## src/cadc_defs.vh

```
// constants for the configurable channel control block
// assumes a 32-bit ahb-lite register bus and a 100 mhz clock
`ifndef CADC_DEFS_VH
`define CADC_DEFS_VH
// register byte offsets
`define CADC_GP_CTRL 8'h00
`define CADC_DAC_CFG 8'h04
`define CADC_ADC_CFG 8'h08
`define CADC_GPO_CFG 8'h0c
`define CADC_GPI_CFG 8'h10
`define CADC_LOAD_MODE 8'h14
`define CADC_LOAD_STROBE 8'h18
`define CADC_SEQ 8'h1c
`define CADC_LAST_RESULT 8'h20
`define CADC_STATUS 8'h24
`define CADC_DAC_BASE 8'h40
`define CADC_RES_BASE 8'h80
// field positions
`define CADC_DAC_RANGE_BIT 4
`define CADC_ADC_RANGE_BIT 5
`define CADC_SEQ_TEMP_BIT 8
`define CADC_RES_VALID_BIT 31
// reset values
`define CADC_GP_CTRL_RST 32'h0000_0000
`define CADC_CFG_RST 8'h00
`define CADC_SEQ_RST 9'h000
// channel identifiers
`define CADC_TEMP_ID 4'h8
`define CADC_NO_CH 4'hf
// timing in ns, clock period in ns
`define CADC_CLK_NS 10
`define CADC_TRACK_NS 500
`define CADC_CONV_NS 2000
// least track time rounds up, longest conversion rounds down
`define CADC_TRACK_CYC ((`CADC_TRACK_NS + `CADC_CLK_NS - 1) / `CADC_CLK_NS)
`define CADC_CONV_CYC (`CADC_CONV_NS / `CADC_CLK_NS)
`endif

```

## src/cadc_ctrl.v

```verilog
// control logic for eight configurable analog/digital channels
// assumes an ahb-lite master, an i2c front end that pulses ack_addr_rise,
// and an analog converter whose code on adc_sample_data is settled at conversion end
//
// Local design decisions: register access over AHB-Lite and the register offsets.
`timescale 1ns/100ps
`default_nettype none
`include "cadc_defs.vh"

module cadc_ctrl
#(
  parameter NCH = 8,
  parameter CW = 12,
  parameter TRACK_CYC = `CADC_TRACK_CYC,
  parameter CONV_CYC = `CADC_CONV_CYC
)
(
  // clock, reset, enable
  input wire clk,
  input wire rst_n,
  input wire ce,
  // ahb-lite slave
  input wire hsel,
  input wire [7:0] haddr,
  input wire [1:0] htrans,
  input wire hwrite,
  input wire [2:0] hsize,
  input wire hready,
  input wire [31:0] hwdata,
  output wire hreadyout,
  output wire hresp,
  output reg [31:0] hrdata,
  // hardware load strobe, one-cycle pulse
  input wire load_dac_strobe,
  // acknowledge clock rise after the slave address, one-cycle pulse
  input wire ack_addr_rise,
  // per-pin function selects
  output reg [NCH-1:0] pin_dac_drive,
  output reg [NCH-1:0] pin_adc_connect,
  output reg [NCH-1:0] pin_gpo_drive,
  output reg [NCH-1:0] pin_gpi_sense,
  // analog controls
  output reg dac_gain2,
  output reg adc_gain2,
  output reg [NCH*CW-1:0] dac_code_out,
  // converter side
  output reg [3:0] adc_mux_sel,
  output reg adc_track,
  output reg adc_convert,
  input wire [CW-1:0] adc_sample_data
);

  // state codes
  localparam ST_IDLE = 2'd0;
  localparam ST_TRACK = 2'd1;
  localparam ST_CONV = 2'd2;

  // reset synchroniser
  reg rst_meta;
  reg rst_sync_n;

  // bus address phase capture
  reg dph_write;
  reg [7:0] dph_addr;

  // programming state
  reg [31:0] gp_ctrl;
  reg [NCH-1:0] dac_cfg;
  reg [NCH-1:0] adc_cfg;
  reg [NCH-1:0] gpo_cfg;
  reg [NCH-1:0] gpi_cfg;
  reg load_mode;
  reg [NCH:0] seq_mask;
  reg [CW-1:0] dac_in [0:NCH-1];
  reg [CW-1:0] result [0:NCH];
  reg [31:0] last_result;

  // sequencer
  reg [1:0] state;
  reg [3:0] cur_ch;
  reg [15:0] cnt;
  reg tracked;

  // helper wires
  wire addr_take = hsel & htrans[1] & hready;
  wire wr_now = dph_write;
  wire [3:0] next_after_cur;
  wire [3:0] first_ch;
  integer i;
  integer j; // sequencer's own loop index, so each index has one driver

  // lowest selected channel at or above a start point, or none
  function [3:0] next_sel;
    input [NCH:0] mask;
    input [4:0] from;
    integer k;
    begin
      next_sel = `CADC_NO_CH;
      for (k = NCH; k >= 0; k = k - 1)
        if (mask[k] && (k >= from))
          next_sel = k[3:0];
    end
  endfunction

  assign first_ch = next_sel(seq_mask, 5'd0);
  assign next_after_cur = next_sel(seq_mask, {1'b0, cur_ch} + 5'd1);
  // zero wait state slave, never an error
  assign hreadyout = 1'b1;
  assign hresp = 1'b0;

  // async assert, two-flop release
  always @(posedge clk or negedge rst_n)
  begin
    if (!rst_n)
    begin
      rst_meta <= 1'b0;
      rst_sync_n <= 1'b0;
    end
    else
    begin
      rst_meta <= 1'b1;
      rst_sync_n <= rst_meta;
    end
  end

  // read decode for one register word
  function [31:0] rd_word;
    input [7:0] a;
    begin
      rd_word = 32'h0000_0000;
      case (a)
        `CADC_GP_CTRL: rd_word = gp_ctrl;
        `CADC_DAC_CFG: rd_word = {24'h00_0000, dac_cfg};
        `CADC_ADC_CFG: rd_word = {24'h00_0000, adc_cfg};
        `CADC_GPO_CFG: rd_word = {24'h00_0000, gpo_cfg};
        `CADC_GPI_CFG: rd_word = {24'h00_0000, gpi_cfg};
        `CADC_LOAD_MODE: rd_word = {31'h0000_0000, load_mode};
        `CADC_SEQ: rd_word = {23'h00_0000, seq_mask};
        `CADC_LAST_RESULT: rd_word = last_result;
        `CADC_STATUS: rd_word = {24'h00_0000, cur_ch, tracked, state, (state != ST_IDLE)};
        default:
        begin
          // dac input and result windows, unmapped reads zero
          if (a[7:5] == 3'b010)
            rd_word = {20'h0_0000, dac_in[a[4:2]]};
          else if ((a[7:6] == 2'b10) && (a[5:2] <= 4'd8))
            rd_word = {16'h0000, a[5:2], result[a[5:2]]};
        end
      endcase
    end
  endfunction

  // bus capture and read data, sampled at the address phase
  always @(posedge clk or negedge rst_sync_n)
  begin
    if (!rst_sync_n)
    begin
      dph_write <= 1'b0;
      dph_addr <= 8'h00;
      hrdata <= 32'h0000_0000;
    end
    else if (ce)
    begin
      dph_write <= addr_take & hwrite;
      dph_addr <= {haddr[7:2], 2'b00};
      if (addr_take && !hwrite)
        hrdata <= rd_word({haddr[7:2], 2'b00});
    end
  end

  // configuration registers and dac path
  always @(posedge clk or negedge rst_sync_n)
  begin
    if (!rst_sync_n)
    begin
      gp_ctrl <= `CADC_GP_CTRL_RST;
      dac_cfg <= `CADC_CFG_RST;
      adc_cfg <= `CADC_CFG_RST;
      gpo_cfg <= `CADC_CFG_RST;
      gpi_cfg <= `CADC_CFG_RST;
      load_mode <= 1'b0;
      dac_code_out <= {NCH*CW{1'b0}};
      for (i = 0; i < NCH; i = i + 1)
        dac_in[i] <= {CW{1'b0}};
    end
    else if (ce)
    begin
      if (wr_now)
      begin
        case (dph_addr)
          `CADC_GP_CTRL: gp_ctrl <= hwdata;
          `CADC_DAC_CFG: dac_cfg <= hwdata[NCH-1:0];
          `CADC_ADC_CFG: adc_cfg <= hwdata[NCH-1:0];
          `CADC_GPO_CFG: gpo_cfg <= hwdata[NCH-1:0];
          `CADC_GPI_CFG: gpi_cfg <= hwdata[NCH-1:0];
          `CADC_LOAD_MODE: load_mode <= hwdata[0];
          default:
          begin
            // code kept as plain binary, no offset or sign
            if (dph_addr[7:5] == 3'b010)
              dac_in[dph_addr[4:2]] <= hwdata[CW-1:0];
          end
        endcase
      end
      // immediate update follows the write by one cycle
      if (wr_now && (dph_addr[7:5] == 3'b010) && !load_mode)
        dac_code_out[dph_addr[4:2]*CW +: CW] <= hwdata[CW-1:0];
      // pending inputs move out together on a strobe
      if ((wr_now && (dph_addr == `CADC_LOAD_STROBE) && hwdata[0]) || load_dac_strobe)
      begin
        for (i = 0; i < NCH; i = i + 1)
          dac_code_out[i*CW +: CW] <= dac_in[i];
      end
    end
  end

  // pin functions and shared range bits
  always @(posedge clk or negedge rst_sync_n)
  begin
    if (!rst_sync_n)
    begin
      pin_dac_drive <= {NCH{1'b0}};
      pin_adc_connect <= {NCH{1'b0}};
      pin_gpo_drive <= {NCH{1'b0}};
      pin_gpi_sense <= {NCH{1'b0}};
      dac_gain2 <= 1'b0;
      adc_gain2 <= 1'b0;
    end
    else if (ce)
    begin
      pin_dac_drive <= dac_cfg;
      // mux stays on a dac pin so its voltage can be monitored
      pin_adc_connect <= adc_cfg;
      // dac wins the pin over a digital output
      pin_gpo_drive <= gpo_cfg & ~dac_cfg;
      pin_gpi_sense <= gpi_cfg;
      dac_gain2 <= gp_ctrl[`CADC_DAC_RANGE_BIT];
      adc_gain2 <= gp_ctrl[`CADC_ADC_RANGE_BIT];
    end
  end

  // adc sequencer
  // a trigger before the track time has run is held off, not dropped
  reg pend_trig;
  always @(posedge clk or negedge rst_sync_n)
  begin
    if (!rst_sync_n)
    begin
      state <= ST_IDLE;
      seq_mask <= `CADC_SEQ_RST;
      cur_ch <= `CADC_NO_CH;
      cnt <= 16'h0000;
      tracked <= 1'b0;
      pend_trig <= 1'b0;
      adc_mux_sel <= 4'h0;
      adc_track <= 1'b0;
      adc_convert <= 1'b0;
      last_result <= 32'h0000_0000;
      for (j = 0; j <= NCH; j = j + 1)
        result[j] <= {CW{1'b0}};
    end
    else if (ce)
    begin
      // read of last result clears valid; a new result wins
      if (addr_take && !hwrite && ({haddr[7:2], 2'b00} == `CADC_LAST_RESULT))
        last_result[`CADC_RES_VALID_BIT] <= 1'b0;
      if (wr_now && (dph_addr == `CADC_SEQ))
      begin
        // new selection restarts tracking on its first channel
        seq_mask <= hwdata[NCH:0];
        cur_ch <= next_sel(hwdata[NCH:0], 5'd0);
        adc_mux_sel <= next_sel(hwdata[NCH:0], 5'd0);
        state <= (next_sel(hwdata[NCH:0], 5'd0) == `CADC_NO_CH) ? ST_IDLE : ST_TRACK;
        adc_track <= (next_sel(hwdata[NCH:0], 5'd0) != `CADC_NO_CH);
        adc_convert <= 1'b0;
        cnt <= 16'h0000;
        tracked <= 1'b0;
        pend_trig <= 1'b0;
      end
      else
      begin
        case (state)
          ST_IDLE:
          begin
            adc_track <= 1'b0;
            adc_convert <= 1'b0;
          end
          ST_TRACK:
          begin
            if (ack_addr_rise)
              pend_trig <= 1'b1;
            if (cnt < TRACK_CYC[15:0])
              cnt <= cnt + 16'h0001;
            else
              tracked <= 1'b1;
            // hold starts on the acknowledge edge once tracked
            if (tracked && (ack_addr_rise || pend_trig))
            begin
              state <= ST_CONV;
              adc_track <= 1'b0;
              adc_convert <= 1'b1;
              cnt <= 16'h0000;
              pend_trig <= 1'b0;
            end
          end
          ST_CONV:
          begin
            cnt <= cnt + 16'h0001;
            if (cnt == CONV_CYC[15:0] - 16'h0001)
            begin
              adc_convert <= 1'b0;
              result[cur_ch] <= adc_sample_data;
              // temperature carries id 8, never a dac0 id
              last_result <= {1'b1, 15'h0000, cur_ch, adc_sample_data};
              cnt <= 16'h0000;
              tracked <= 1'b0;
              if (next_after_cur == `CADC_NO_CH)
              begin
                // sequence done; rearm on first channel for the next read
                cur_ch <= first_ch;
                adc_mux_sel <= first_ch;
                state <= ST_TRACK;
                adc_track <= 1'b1;
              end
              else
              begin
                // further channels convert without another trigger
                cur_ch <= next_after_cur;
                adc_mux_sel <= next_after_cur;
                state <= ST_TRACK;
                adc_track <= 1'b1;
                pend_trig <= 1'b1;
              end
            end
          end
          default:
          begin
            state <= ST_IDLE;
          end
        endcase
      end
    end
  end

endmodule
`default_nettype wire

```

## config.mk

```make
export PLATFORM = sky130hd
export DESIGN_NAME = cadc_ctrl
export DESIGN_NICKNAME = d
export VERILOG_FILES = /design/src/cadc_ctrl.v
export VERILOG_INCLUDE_DIRS = /design/src
export SDC_FILE = /design/constraint.sdc
export NUM_CORES = 1
export LEC_CHECK = 0
export BUFFER_PORTS_ARGS = -buffer_cell sky130_fd_sc_hd__buf_2
export CAP_MARGIN = 20
export CORE_MARGIN = 2
export CORE_UTILIZATION = 55
export CTS_CLUSTER_SIZE = 12
export DETAILED_ROUTE_END_ITERATION = 16
export GPL_TIMING_DRIVEN = 1
export PLACE_DENSITY = 0.75
export SYNTH_ARGS = -nofsm -noshare
export SYNTH_HDL_FRONTEND = slang
export SYNTH_SLANG_ARGS = --single-unit
```

## constraint.sdc

```tcl
create_clock -name clk -period 20 [get_ports clk]
set_input_delay 6 -clock clk [delete_from_list [all_inputs] [get_ports clk]]
set_output_delay 6 -clock clk [all_outputs]
set_load 0.005 [all_outputs]
```

After elaboration in Yosys (flattened, before gate mapping)
Cells that the tools add are included.
{ "totals": {"elab_cells": 244, "latchBits": 0, "in_bits": 65, "out_inout_bits": 170, "memories": 0, "mem_bits_rw": 0, "reg_bits": 496, "mem_bits_ro": 0} }
{ "classes": {"multipliers": 1, "order_cmp": 17, "eq_ne": 31, "shifts": 2, "n_div": 0, "addsub": 3, "bitwise": 11, "n_mux": 82, "n_reduce_logical": 51} }
{ "op_table": {"columns": ["operator", "count"], "rows": [
  ["$pmux 32 s9", 1],
  ["$bwmux 96", 2],
  ["$mux 96", 2],
  ["$mux 4", 30],
  ["$bwmux 108", 1],
  ["$mux 16", 6],
  ["$mux 32", 3],
  ["$shift 12x34->96 const A", 1],
  ["$shiftx 12x34->96", 1],
  ["$mux 12", 6],
  ["$bmux 12 s4", 1],
  ["$demux 12 s4", 1],
  ["$eq 6x3->1 const B", 7],
  ["$bmux 12 s3", 1],
  ["$demux 12 s3", 1],
  ["$neg 7->34", 1],
  ["$pmux 16 s2", 1],
  ["$eq 6x2->1 const B", 4],
  ["$reduce_and 3->1", 8],
  ["$ge 3x5->1 const A", 4],
  ["$logic_and 1x1->1", 20],
  ["$reduce_and 4->1", 5],
  ["$add 16x1->16 const B", 1],
  ["$eq 16x8->1 const B", 1],
  ["43 further kinds", 89]
]} }

Logic depth before layout (Yosys ltp)
{ "depth": {"depth_word": 17, "depth_mapped": 16, "depth_no_buf": 11} }

Worst setup path after synthesis
OpenSTA, ideal clock, no wires.
{ "synth_timing": {"path_kind": "input -> register", "from": "input port haddr[2]", "to": "register hrdata[7]", "stages": 7, "setup_ps": 132, "path_slack_ps": 11920, "path_buffers": 3, "required_ps": 19868, "t_arrival_ps": 7948, "cell_sequence": "buf_2 -> buf_2 -> buf_2 -> mux4_2 -> mux2_2 -> a221oi_1 -> o21ai_0"} }
{ "synth_between": {"elab_chain_len": 7, "elab_cells_between_ends": 22, "classes_between": "1 x order compare; 8 x eq/ne; 9 x mux; 2 x bitwise; 2 x reduce/logical"} }
{ "synth_rtl": {"columns": ["element", "line", "rtl"], "rows": [
  ["start: declaration", "cadc_ctrl.v:24", "input wire [7:0] haddr,"],
  ["$not 4->5 (implied by the code)", "cadc_ctrl.v:147", "rd_word = {16'h0000, a[5:2], result[a[5:2]]};"],
  ["$bmux 12 s4", "cadc_ctrl.v:147", null],
  ["$mux 12 (implied by the code) (2 in series)", "cadc_ctrl.v:147", null],
  ["$mux 16", "cadc_ctrl.v:146", "else if ((a[7:6] == 2'b10) && (a[5:2] <= 4'd8))"],
  ["$mux 16", "cadc_ctrl.v:144", "if (a[7:5] == 3'b010)"],
  ["$pmux 32 s9 *", "cadc_ctrl.v:131", "case (a)"],
  ["end signal: assignment", "cadc_ctrl.v:167", "hrdata <= rd_word({haddr[7:2], 2'b00});"],
  ["end: declaration", "cadc_ctrl.v:32", "output reg [31:0] hrdata,"]
]} }
Mark *: on every way between the ends. The rest lies on a longest branch, timed or not. The select of a mux whose other input is x is not followed.
A chain may end at the register's enable or synchronous reset.

Worst setup path after layout
{ "layout_timing": {"from": "input port haddr[3]", "to": "register hrdata[8]"} }
The elaborated chain is that of the path after synthesis.

==> results_dict.tcl <==
set metrics [dict create \
    outcome "finished, final reports clean" \
    clkTransAtPathRegs_ns 0.06 \
    area_growth_pct 12.81 \
    die_w_um 216.7 \
    drtIter0Drc 2397 \
    first_pass_iters 9 \
    grt_usage 0.3385 \
    crit_path_start_kind "input port" \
    yosys.area_share.simple 0.1071 \
    synth_compound_area_frac 0.1448 \
    antenna_cells 0 \
    floorplan.initialDensity 0.5605 \
    fin_util 0.6323 \
    port_buffers 226 \
    synthesis.yosys.warnings 0 \
    grt_antenna_before_repair 2 \
    cp.required_ns 20.48 \
    cts_buffers 52 \
    route.detailed.drc 0 \
    ys_ff_latch 496 \
    slew_headroom 0.2602 \
    gp_congestion 0.9891 \
    cts_max_path_buffers 3 \
    dieHeight_um 216.7 \
    clkLatencyLatePin_ns 0.62 \
    vias 19800 \
    yosys-top-cells-area "dfrtp_1 49%, mux2_2 12%, mux4_2 4.4%" \
    min_period_over_period 0.4221 \
    synth-xor-area-share 0.004473 \
    cts_tree "done" \
    synth_mux_area_frac 0.2004 \
    vdd_drop_max_v 0.00009579 \
    synth_seq_area_share 0.4988 \
    synth.top_cell.area_share 0.4946 \
    die_area_um2 46980 \
    root_buffer "clkbuf_16" \
    hold_viol_final 0 \
    cp_data_arrival_time_ns 8.92 \
    ant_nets 0 \
    drive_gt1_frac 0.2862 \
    holdWs_ns 0.3726 \
    rows 77 \
    wl_per_cell_um 26.47 \
    max-cap-violations 0 \
    synth.most_common_cell "dfrtp_1" \
    clockPowerShare 0.391 \
    end_kind "flip-flop" \
    layout.nets 2468 \
    power_uw 2471 \
    switching_share 0.2924 \
    synth_area_leader_cell "dfrtp_1" \
    cts_resized 0 \
    net-switching-power_uw 722.3 \
    tightest_slew_ns 1.098 \
    grt_pass1_vias 19480 \
    viasPerCell 6.585 \
    rsz0062_at_grt "no" \
    coreArea_um2 44410 \
    synth_cell_types 86 \
    synth_cells 2227 \
    skew_ns 0.01886 \
    crit_type "in -> reg" \
    setup_tns_ns 0 \
    netlist_area_um2 24890 \
    period_minus_slack_ns 8.442 \
    cts_max_level 2 \
    synth_edf_count 0 \
    pin_count 235 \
    synth_top_family_by_area "multiplexers" \
    synthAdderAreaFrac 0.01086 \
    place_hpwl_um 56040 \
    r2r_slack_ns 14.70 \
    cts_setup_buffers 0 \
    synth_flop_cell "dfrtp_1" \
    grt_overflow 0 \
    hold_class "reg -> reg" \
    netlist_top_cells_count "492 x dfrtp_1, 273 x mux2_2, 242 x nand2_1" \
    path_max_fanout 43 \
    grt_pass1_wl_um 120200 \
    synth_area_per_cell_um2 11.18 \
    power_density_nw_per_um2 87.98 \
    cell_internal_pwr_uw 1748 \
    grt_max_degree 195 \
    async_reset_ff_frac 1.000 \
    power.leakage_uw 0.01348 \
    wl_um 79580 \
    drv_slew 0 \
    nFillCells 3548 \
    cts_hold_buffers 0 \
    fmax_ghz 0.1185 \
    setup_viol 0 \
    pwr-share-comb 0.168 \
    p_seq_frac 0.441 \
    clock_sinks 496 \
]
## final timing paths
| path | startpoint | cells past startpoint | endpoint |
|---|---|---|---|
| max in group asynchronous | rst_n | 1 | rst_sync_n$_DFF_PN0_ |
| worst min register to register | rst_meta$_DFF_PN0_ | 0 | rst_sync_n$_DFF_PN0_ |
| min in group asynchronous | rst_sync_n$_DFF_PN0_ | 0 | result[106]$_DFFE_PN0P_ |
| worst max register to register | dph_addr[2]$_DFFE_PN0P_ | 14 | dac_code_out[11]$_DFFE_PN0P_ |
| worst max-delay path | haddr[3] | 8 | hrdata[8]$_DFFE_PN0P_ |
| worst min-delay path | rst_meta$_DFF_PN0_ | 0 | rst_sync_n$_DFF_PN0_ |
## worst max-delay path, cell delays in order
cell and delay, ns:
buf_2 0.56, buf_4 0.66, nor2b_1 0.46, o21ai_0 0.17, nand3_1 0.37, nand2_1 0.20
a221oi_1 0.29, a211oi_1 0.10
## metal layers
layer	vias up	routed length, µm	track usage
li1	8506	-	-
met1	10010	32690	0.4817
met2	1050	35780	0.5109
met3	225	7596	0.07072
met4	4	3495	0.1372
met5	-	23	0
## final cells by class
type	count	area [µm²]	share of cell area
inverter	39	146.4	0.005213
sequential	496	12420	0.4423
clock buffer	76	1451	0.05168
tap	592	740.7	0.02638
multi-input combinational	1533	11690	0.4163
clock inverter	10	211.5	0.007530
timing repair buffer	260	1421	0.05061
## flip-flops by register name, summed over array words and instances (netlist names), 6 cells and up
name and flops:
adc_cfg 8, pin_dac_drive 8, pin_gpi_sense 8, dac_code_out 96, cnt 16, gpo_cfg 8, gpi_cfg 8, seq_mask 9
dph_addr 6, gp_ctrl 32, dac_in 96, result 108, last_result 17, pin_adc_connect 8, dac_cfg 8, pin_gpo_drive 8
hrdata 32
## cells by family after synthesis
family / after synthesis
adder cells (fa/ha/maj): 21
multiplexers: 395
flip-flops: 496
XOR/XNOR: 11
other: 2
AND/OR/NAND/NOR: 576
buffers and inverters: 199
AO/OA/AOI/OAI: 527
## power by group through the flow
stage / sequential, µW / clock [µW] / combinational, µW
floorplan: 1110 / 0 / 242
global placement: 1100 / 0 / 392
detailed placement: 1110 / 0 / 399
CTS: 1090 / 971 / 402
global route: 1090 / 1020 / 445
finish: 1090 / 965 / 415
## per-stage QoR
stage / std cells / cell area, µm² / setup slack (ns)
floorplan: 2228 / 24900 / 5.159
global placement: 2917 / 26380 / 11.05
detailed placement: 2917 / 26380 / 11.03
CTS: 3003 / 28040 / 11.68
global route: 3006 / 28080 / 11.45
finish: 3006 / 28080 / 11.56
## placed cells by master (no fill, tap or decap), drive strengths merged, types with 21 or more instances in the layout
master,n
nand3,36
buf,259
a22oi,26
inv,38
a22o,51
nand2b,21
mux4,49
nand2,246
clkbuf,77
nor2b,28
dfrtp,492
o21ai,164
nor3,39
a21oi,83
mux2,337
nor2,124
a32o,21
No activity file was read; power rests on OpenSTA's default activity.
